## src/tkc_pkg.sv

```systemverilog
package tkc_pkg;
  localparam logic [7:0] OFF_FUNC_HIGH = 8'h00;
  localparam logic [7:0] OFF_FUNC_LOW = 8'h04;
  localparam logic [7:0] OFF_CF_HIGH = 8'h08;
  localparam logic [7:0] OFF_CF_LOW = 8'h0C;
  localparam logic [7:0] OFF_REF_HIGH = 8'h10;
  localparam logic [7:0] OFF_REF_LOW = 8'h14;
  localparam logic [7:0] OFF_OSC_CTL = 8'h18;
  localparam logic [7:0] OFF_SCAN_CTL = 8'h1C;
  localparam logic [7:0] OFF_KEY_CAP0 = 8'h20;
  localparam logic [7:0] OFF_KEY_CAP1 = 8'h24;
  localparam logic [7:0] OFF_KEY_CNT0 = 8'h28;
  localparam logic [7:0] OFF_KEY_CNT1 = 8'h2C;
  localparam int BIT_DOUBLE = 5;
  localparam int BIT_HOP_CTL = 3;
  localparam int BIT_START = 0;
  localparam int BIT_MODE_LO = 1;
  localparam int BIT_BUSY = 3;
  localparam logic [7:0] OSC_CTL_MASK = 8'h2F;
  localparam logic [15:0] COUNT_RESET = 16'h0000;
  localparam logic [9:0] REF_CAP_RESET = 10'h000;
  localparam logic [7:0] OSC_CTL_RESET = 8'h00;
  localparam logic [1:0] MODE_AUTO = 2'h0;
  localparam logic [1:0] MODE_MANUAL = 2'h1;
  localparam int CAP_FULL_PF = 30;
  localparam int CAP_STEPS = 1024;
  // hop codes 000..111 select 1.020,1.040,1.059,1.074,1.085,1.099,1.111,1.125 MHz
  localparam logic [2:0] HOP_CODE_1020K = 3'h0;
endpackage

```

## src/tkc_pulse_sync.sv

```systemverilog
`timescale 1ns/1ns
`default_nettype none
module tkc_pulse_sync (
  input wire logic ref_clk,
  input wire logic rst_n,
  input wire logic clk_en,
  input wire logic async_in,
  output logic rise
);
  logic stage1;
  logic stage2;
  logic stage3;
  always_ff @(posedge ref_clk or negedge rst_n) begin
    if (!rst_n) begin
      stage1 <= 1'b0;
      stage2 <= 1'b0;
      stage3 <= 1'b0;
    end else if (clk_en) begin
      stage1 <= async_in;
      stage2 <= stage1;
      stage3 <= stage2;
    end
  end
  assign rise = stage2 & ~stage3;
endmodule // tkc_pulse_sync
`default_nettype wire

```

## src/tkc_counter_osc.sv

```systemverilog
// Our own choices: the placing of the registers and the APB register port.
`timescale 1ns/1ns
`default_nettype none
// Summary of operation
// - two read-only 16-bit counters, reset zero
// - manual mode: slot overflow halts function counter
// - auto modes: function counter zeroed after slot 0
// - start bit cleared zeroes both counters
// - manual mode: slot overflow stops C/F counter
// - auto modes: copy C/F count, zero after slot0
// - auto modes: slot end loads next key's reference capacitor
// - 10-bit reference capacitor, value*30pF/1024
// - doubling bit doubles key oscillator frequency
// - hop select 1 uses hardware hopping
// - hop field picks one of eight frequencies
// - unimplemented control bits read zero
// - start bit rising edge starts counters, oscillators
// - mode 00 auto, 01 manual, 1x runs as auto
module tkc_counter_osc (
  input wire logic ref_clk,
  input wire logic rst_n,
  input wire logic clk_en,
  input wire logic psel,
  input wire logic penable,
  input wire logic pwrite,
  input wire logic [7:0] paddr,
  input wire logic [31:0] pwdata,
  output logic [31:0] prdata,
  output logic pready,
  output logic pslverr,
  input wire logic func_tick,
  input wire logic key_osc_in,
  input wire logic slot_end,
  input wire logic slot_index,
  input wire logic slot_overflow,
  input wire logic scan_done,
  output logic osc_enable,
  output logic freq_double,
  output logic hop_hw,
  output logic [2:0] hop_code,
  output logic [9:0] ref_cap
);
  import tkc_pkg::*;

  typedef enum logic [1:0] {
    ST_IDLE = 2'b01,
    ST_RUN = 2'b10
  } tkc_state_t;

  tkc_state_t state;
  logic [15:0] funcCount;
  logic [15:0] cfCount;
  logic [9:0] refCap;
  logic [7:0] oscCtl;
  logic startBit;
  logic [1:0] scanMode;
  logic busy;
  logic [9:0] keyCap [0:1];
  logic [15:0] keyCount [0:1];
  logic keyEdge;
  logic funcSync1;
  logic funcSync2;
  logic slotEndSync1;
  logic slotEndSync2;
  logic slotIdxSync1;
  logic slotIdxSync2;
  logic ovfSync1;
  logic ovfSync2;
  logic doneSync1;
  logic doneSync2;

  function automatic logic is_auto(input logic [1:0] m);
    return m != MODE_MANUAL;
  endfunction

  function automatic logic [15:0] inc16(input logic [15:0] v);
    return 16'(v + 16'h0001);
  endfunction

  tkc_pulse_sync keySync (
    .ref_clk(ref_clk),
    .rst_n(rst_n),
    .clk_en(clk_en),
    .async_in(key_osc_in),
    .rise(keyEdge)
  );

  always_ff @(posedge ref_clk or negedge rst_n) begin
    if (!rst_n) begin
      funcSync1 <= 1'b0;
      funcSync2 <= 1'b0;
      slotEndSync1 <= 1'b0;
      slotEndSync2 <= 1'b0;
      slotIdxSync1 <= 1'b0;
      slotIdxSync2 <= 1'b0;
      ovfSync1 <= 1'b0;
      ovfSync2 <= 1'b0;
      doneSync1 <= 1'b0;
      doneSync2 <= 1'b0;
    end else if (clk_en) begin
      funcSync1 <= func_tick;
      funcSync2 <= funcSync1;
      slotEndSync1 <= slot_end;
      slotEndSync2 <= slotEndSync1;
      slotIdxSync1 <= slot_index;
      slotIdxSync2 <= slotIdxSync1;
      ovfSync1 <= slot_overflow;
      ovfSync2 <= ovfSync1;
      doneSync1 <= scan_done;
      doneSync2 <= doneSync1;
    end
  end

  // slot_end is a level per slot boundary; act once on its rising edge
  logic slotEndPrev;
  always_ff @(posedge ref_clk or negedge rst_n) begin
    if (!rst_n) begin
      slotEndPrev <= 1'b0;
    end else if (clk_en) begin
      slotEndPrev <= slotEndSync2;
    end
  end

  wire access = psel & penable;
  wire wrEn = access & pwrite;
  wire hitFuncH = paddr == OFF_FUNC_HIGH;
  wire hitFuncL = paddr == OFF_FUNC_LOW;
  wire hitCfH = paddr == OFF_CF_HIGH;
  wire hitCfL = paddr == OFF_CF_LOW;
  wire hitRefH = paddr == OFF_REF_HIGH;
  wire hitRefL = paddr == OFF_REF_LOW;
  wire hitOsc = paddr == OFF_OSC_CTL;
  wire hitScan = paddr == OFF_SCAN_CTL;
  wire hitCap0 = paddr == OFF_KEY_CAP0;
  wire hitCap1 = paddr == OFF_KEY_CAP1;
  wire hitCnt0 = paddr == OFF_KEY_CNT0;
  wire hitCnt1 = paddr == OFF_KEY_CNT1;
  wire mapped = hitFuncH | hitFuncL | hitCfH | hitCfL | hitRefH | hitRefL | hitOsc
    | hitScan | hitCap0 | hitCap1 | hitCnt0 | hitCnt1;
  // read-only registers refuse writes with an error
  wire roHit = hitFuncH | hitFuncL | hitCfH | hitCfL | hitCnt0 | hitCnt1;
  wire badAccess = ~mapped | (pwrite & roHit);

  wire scanWr = wrEn & hitScan;
  wire next_startBit = pwdata[BIT_START];
  wire startRise = scanWr & next_startBit & ~startBit;
  wire stopWr = scanWr & ~next_startBit;
  wire running = state == ST_RUN;
  wire slotEndPulse = slotEndSync2 & ~slotEndPrev;
  wire slotEndAuto = running & slotEndPulse & is_auto(scanMode);
  wire slot0End = slotEndAuto & ~slotIdxSync2;
  // slot 1 end keeps the counter but still records key 1's result
  wire slot1End = slotEndAuto & slotIdxSync2;
  wire manualStop = running & ovfSync2 & (scanMode == MODE_MANUAL);
  wire autoStop = running & doneSync2 & is_auto(scanMode);
  wire nextSlot = ~slotIdxSync2;

  logic [31:0] next_prdata;
  always_comb begin
    next_prdata = 32'h0000_0000;
    if (hitFuncH) begin
      next_prdata = {24'h00_0000, funcCount[15:8]};
    end else if (hitFuncL) begin
      next_prdata = {24'h00_0000, funcCount[7:0]};
    end else if (hitCfH) begin
      next_prdata = {24'h00_0000, cfCount[15:8]};
    end else if (hitCfL) begin
      next_prdata = {24'h00_0000, cfCount[7:0]};
    end else if (hitRefH) begin
      next_prdata = {30'h0000_0000, refCap[9:8]};
    end else if (hitRefL) begin
      next_prdata = {24'h00_0000, refCap[7:0]};
    end else if (hitOsc) begin
      next_prdata = {24'h00_0000, oscCtl & OSC_CTL_MASK};
    end else if (hitScan) begin
      next_prdata = {28'h000_0000, busy, scanMode, startBit};
    end else if (hitCap0) begin
      next_prdata = {22'h00_0000, keyCap[0]};
    end else if (hitCap1) begin
      next_prdata = {22'h00_0000, keyCap[1]};
    end else if (hitCnt0) begin
      next_prdata = {16'h0000, keyCount[0]};
    end else if (hitCnt1) begin
      next_prdata = {16'h0000, keyCount[1]};
    end
  end

  always_ff @(posedge ref_clk or negedge rst_n) begin
    if (!rst_n) begin
      prdata <= 32'h0000_0000;
      pready <= 1'b0;
      pslverr <= 1'b0;
    end else if (clk_en) begin
      pready <= psel & ~penable;
      pslverr <= psel & ~penable & badAccess;
      prdata <= next_prdata;
    end
  end

  // apb access completes when pready is high at the first edge of access
  wire wrCommit = wrEn & pready;
  wire startCommit = startRise & pready;
  wire stopCommit = stopWr & pready;

  always_ff @(posedge ref_clk or negedge rst_n) begin
    if (!rst_n) begin
      startBit <= 1'b0;
      scanMode <= MODE_AUTO;
      busy <= 1'b0;
      state <= ST_IDLE;
    end else if (clk_en) begin
      if (scanWr & pready) begin
        startBit <= next_startBit;
        scanMode <= pwdata[BIT_MODE_LO +: 2];
      end
      case (state)
        ST_IDLE: begin
          if (startCommit) begin
            state <= ST_RUN;
            busy <= 1'b1;
          end
        end
        ST_RUN: begin
          if (stopCommit | manualStop | autoStop) begin
            state <= ST_IDLE;
            busy <= 1'b0;
          end
        end
        default: state <= ST_IDLE;
      endcase
    end
  end

  always_ff @(posedge ref_clk or negedge rst_n) begin
    if (!rst_n) begin
      funcCount <= COUNT_RESET;
      cfCount <= COUNT_RESET;
    end else if (clk_en) begin
      if (stopCommit) begin
        funcCount <= COUNT_RESET;
        cfCount <= COUNT_RESET;
      end else if (slot0End) begin
        funcCount <= COUNT_RESET;
        cfCount <= COUNT_RESET;
      end else if (running & ~manualStop) begin
        if (funcSync2) begin
          funcCount <= inc16(funcCount);
        end
        if (keyEdge) begin
          cfCount <= inc16(cfCount);
        end
      end
    end
  end

  always_ff @(posedge ref_clk or negedge rst_n) begin
    if (!rst_n) begin
      keyCount[0] <= COUNT_RESET;
      keyCount[1] <= COUNT_RESET;
    end else if (clk_en) begin
      if (slot0End) begin
        keyCount[0] <= cfCount;
      end
      if (slot1End) begin
        keyCount[1] <= cfCount;
      end
    end
  end

  always_ff @(posedge ref_clk or negedge rst_n) begin
    if (!rst_n) begin
      refCap <= REF_CAP_RESET;
      oscCtl <= OSC_CTL_RESET;
      keyCap[0] <= REF_CAP_RESET;
      keyCap[1] <= REF_CAP_RESET;
    end else if (clk_en) begin
      if (slotEndAuto) begin
        refCap <= keyCap[nextSlot];
      end else if (wrCommit & hitRefH) begin
        refCap[9:8] <= pwdata[1:0];
      end else if (wrCommit & hitRefL) begin
        refCap[7:0] <= pwdata[7:0];
      end
      if (wrCommit & hitOsc) begin
        oscCtl <= pwdata[7:0] & OSC_CTL_MASK;
      end
      if (wrCommit & hitCap0) begin
        keyCap[0] <= pwdata[9:0];
      end
      if (wrCommit & hitCap1) begin
        keyCap[1] <= pwdata[9:0];
      end
    end
  end

  // outputs to the analog oscillator block, all registered
  always_ff @(posedge ref_clk or negedge rst_n) begin
    if (!rst_n) begin
      osc_enable <= 1'b0;
      freq_double <= 1'b0;
      hop_hw <= 1'b0;
      hop_code <= HOP_CODE_1020K;
      ref_cap <= REF_CAP_RESET;
    end else if (clk_en) begin
      osc_enable <= running;
      freq_double <= oscCtl[BIT_DOUBLE];
      hop_hw <= oscCtl[BIT_HOP_CTL];
      hop_code <= oscCtl[BIT_HOP_CTL] ? HOP_CODE_1020K : oscCtl[2:0];
      ref_cap <= refCap;
    end
  end
endmodule // tkc_counter_osc
`default_nettype wire

```

## config.mk

```make
export PLATFORM = sky130hd
export DESIGN_NAME = tkc_counter_osc
export DESIGN_NICKNAME = d
export VERILOG_FILES = /design/src/tkc_pkg.sv /design/src/tkc_pulse_sync.sv /design/src/tkc_counter_osc.sv
export SDC_FILE = /design/constraint.sdc
export NUM_CORES = 1
export LEC_CHECK = 0
export BUFFER_PORTS_ARGS = -buffer_cell sky130_fd_sc_hd__buf_2
export CELL_PAD_IN_SITES_DETAIL_PLACEMENT = 1
export CELL_PAD_IN_SITES_GLOBAL_PLACEMENT = 1
export CORE_ASPECT_RATIO = 0.6
export CORE_MARGIN = 8
export CORE_UTILIZATION = 49
export CTS_CLUSTER_DIAMETER = 120
export DETAILED_ROUTE_END_ITERATION = 10
export MAX_ROUTING_LAYER = met4
export PLACE_DENSITY_LB_ADDON = 0.25
export SKIP_CTS_REPAIR_TIMING = 1
export SYNTH_ARGS = -nofsm -noshare
export SYNTH_HDL_FRONTEND = slang
export SYNTH_SLANG_ARGS = --single-unit
```

## constraint.sdc

```tcl
create_clock -name ref_clk -period 4 [get_ports ref_clk]
set_input_delay 0.4 -clock ref_clk [delete_from_list [all_inputs] [get_ports ref_clk]]
set_output_delay 0.4 -clock ref_clk [all_outputs]
set_load 0.01 [all_outputs]
```

==> impl_metrics.csv <==
group,metric,value,unit
grt,grt_overflow,0,
clock_tree,cts_root_buf,"clkbuf_16",
power_and_ir_drop,vdd_drop_max,257,uV
floorplanning,start_util,0.501,
grt,grt_pass1_vias,6349,
layout,antenna_cells,0,
detailed_routing,antenna_left,0,
setup_path,ff2ff_setup_slack,1.44,ns
clock_tree,cts_tree,"built",
power_and_ir_drop,switchingPower,0.954,mW
clock_tree,clk_pin_slew_worst_paths,0.07,ns
yosys,synth_ff_type,"dfrtp_1",
power_and_ir_drop,clkPwrFrac,0.473,
timing,max_freq,0.391,GHz
setup_path,cp-end-kind,"flop",
timing,drv_slew,0,
detailed_routing,firstDrtPassIters,5,
clock_tree,clock_sinks,153,
layout,seq_area,0.00383,mm^2
power_and_ir_drop,p_total,3.45,mW
worst_hold_path,hp-class,"input pin to asynchronous set/reset pin",
layout,nets,815,
setup_path,critPathKind,"flop to flop",
floorplanning,dieWidth,178,um
grt,gr-usage-all-layers,0.239,
timing,period_minus_slack,2.56,ns
floorplanning,die_y,113,um
yosys,synth_largest_area_cell,"dfrtp_1",
grt,grt_pass1_wl,36400,um
timing,fin_setup_tns,0,ns
placement,io_buffers,63,
power_and_ir_drop,p_per_area,394,mW/mm^2
setup_path,reg2reg_from,"state[1]",
detailed_routing,post_drt_via_cell_ratio,6.03,
yosys,syn_inst,703,
timing,maxSlewHeadroom,0.350,
setup_path,cp-start-kind,"flop",
timing,setup_viol,0,
clock_tree,clockBufferDepth,2,
floorplanning,num_rows,35,
layout,multi_input_area,0.00358,mm^2
grt,grt_antenna_before_repair,0,
placement,place.gp.congestion,0.910,
grt,grt_max_degree,101,
setup_path,timing.rr.end,"funcCount[1]",
detailed_routing,drc,0,
floorplanning,die_area,0.0201,mm^2
power_and_ir_drop,p_int,2.49,mW
layout,drive_gt1_frac,0.278,
status,status,"finished clean",
setup_path,crit_fanout,17,
clock_tree,clk_latency,0.43,ns
power_and_ir_drop,p_seq_frac,0.464,
floorplanning,core,0.0153,mm^2
timing,grt_setup_unrepaired,"no",
detailed_routing,wl,22700,um
power_and_ir_drop,switching_share,0.277,
yosys,ys_warn_count,0,
power_and_ir_drop,combPwrFrac,0.063,
layout,syn_to_final_growth,13.8,%
setup_path,ff2ff_path_depth,5,
timing,worst_pin_slew,0.970,ns
clock_tree,htree_levels,4,
timing,finalCritPeriodShare,0.640,
floorplanning,num_io_pins,102,
power_and_ir_drop,leakagePower,4.18,nW
layout,n_fill_cell,1639,
clock_tree,numCtsBuffers,17,
detailed_routing,drtIter0Drc,381,
timing,clock_skew,0.0145,ns
detailed_routing,routedWlPerCell,23.2,um
yosys,async_flop_share,1.00,
setup_path,arrival,2.85,ns
yosys,syn_avg_cell_area,10.9,um^2
yosys,yosys.area.top_type_share,0.495,
yosys,synthDistinctLibCells,61,
flow_run,cap_violations,0,
yosys,ys_ff_latch,153,
yosys,syn_area,0.00768,mm^2
yosys,ys_top_cells_by_area,"dfrtp_1, mux2_2, o21ai_0",
yosys,synth-edff-count,0,
detailed_routing,vias,5893,
timing,hold_violations,0,
yosys,yosysSeqAreaShare,0.499,
setup_path,cp.required,4.29,ns
placement,dp_hpwl,16400,um
-- final cells by class --
cell class              instances  share of cell area
flip-flops and latches        153               0.438
multi-input cells             497               0.410
clock buffers                  17              0.0487
repair buffers                 76              0.0480
well taps                     203              0.0291
clock inverters                15              0.0195
inverters                      16             0.00687
-- worst max-delay path: stages, from the launching register on --
cell,delay [ns]
dfrtp_1,0.39
nor2b_1,0.36
nand4_1,0.42
a21oi_2,0.78
buf_4,0.35
o32ai_1,0.11
-- cell usage after synthesis, types with 3 or more instances --
cell / instances
nor3_1: 6
buf_2: 9
a211oi_1: 8
a22o_1: 6
nor2_1: 57
a32oi_1: 4
o21ai_0: 45
clkbuf_1: 22
xnor2_1: 4
and3_1: 9
nand2b_1: 7
a32o_1: 3
o22ai_1: 10
nand2_1: 52
buf_1: 5
o2111ai_1: 3
and2_1: 6
mux4_2: 5
nand3b_1: 4
nand3_1: 20
nor2b_1: 7
a31oi_1: 3
xor2_1: 16
o2bb2ai_1: 6
inv_1: 14
dfrtp_1: 152
o21a_1: 4
buf_4: 16
or3_1: 3
a21o_1: 5
mux2_2: 93
nand4_1: 8
a21oi_1: 27
and4_1: 6
a22oi_1: 6
mux2i_1: 20
-- power by group through the flow --
stage	logic [mW]	clock network, mW	registers (mW)
floorplan	0.125	0	1.62
global placement	0.210	0	1.63
detailed placement	0.217	0	1.63
CTS	0.219	1.65	1.60
global route	0.240	1.71	1.60
finish	0.218	1.63	1.60
-- worst max-delay path by stage --
stage | from | to | slack (ns) | cells after the start
2_1_floorplan | paddr[3] | prdata[2] | 1.92 | 8
3_3_place_gp | paddr[4] | keyCap[7] | 1.27 | 5
3_5_place_dp | paddr[4] | keyCap[7] | 1.21 | 5
4_1_cts | state[1] | funcCount[1] | 1.51 | 5
5_1_grt | state[1] | funcCount[1] | 1.31 | 5
6_report | state[1] | funcCount[1] | 1.44 | 5
-- layout by cell type, fill, tap and decap left out, types with 9 or more instances in the layout --
cell	count
mux2_2	93
nor2_1	57
a21oi_1	26
nand3_1	20
inv_1	14
nand2_1	52
buf_4	13
conb_1	16
and3_1	9
mux2i_1	20
o22ai_1	10
o21ai_0	45
buf_2	62
xor2_1	16
clkbuf_16	17
dfrtp_1	152
-- registers in the layout, summed over array words and instances, names as in the netlist, 2 cells and up --
register and cells:
state 2, cfCount 16, oscCtl 5, funcCount 16, ref_cap 10, keyCount 32, scanMode 2, keyCap 20
refCap 10, hop_code 3, prdata 16
-- layer usage --
metal / global-route usage / wire length [um] / vias up
met4: 0.0697 / 404 / 0
met2: 0.346 / 10200 / 204
met5: - / 0 / -
li1: - / - / 2632
met1: 0.335 / 10500 / 3029
met3: 0.0466 / 1500 / 28
-- per-stage QoR --
step	utilization	hold slack (ns)	setup slack, ns	area [um^2]	std cells
2_1_floorplan	-	0.104	1.92	7730	718
3_3_place_gp	0.531	0.464	1.27	8140	945
3_5_place_dp	0.531	0.471	1.21	8140	945
4_1_cts	0.570	0.121	1.51	8740	977
5_1_grt	0.570	0.158	1.31	8740	977
6_report	0.570	0.0877	1.44	8740	977
-- cell families (layout without fill, tap and decap cells) --
logic type               Yosys count  count (layout)  share of synthesized area
AO/OA/AOI/OAI                    143             143                      0.121
flip-flops                       153             153                      0.499
buffers and inverters             68             124                     0.0425
XOR/XNOR                          20              20                     0.0228
multiplexers                     118             118                      0.177
adder cells (fa/ha/maj)            2               2                    0.00326
AND/OR/NAND/NOR                  198             198                      0.134
other                              1              16                   0.000488
Power figures use the tool's default switching activity.
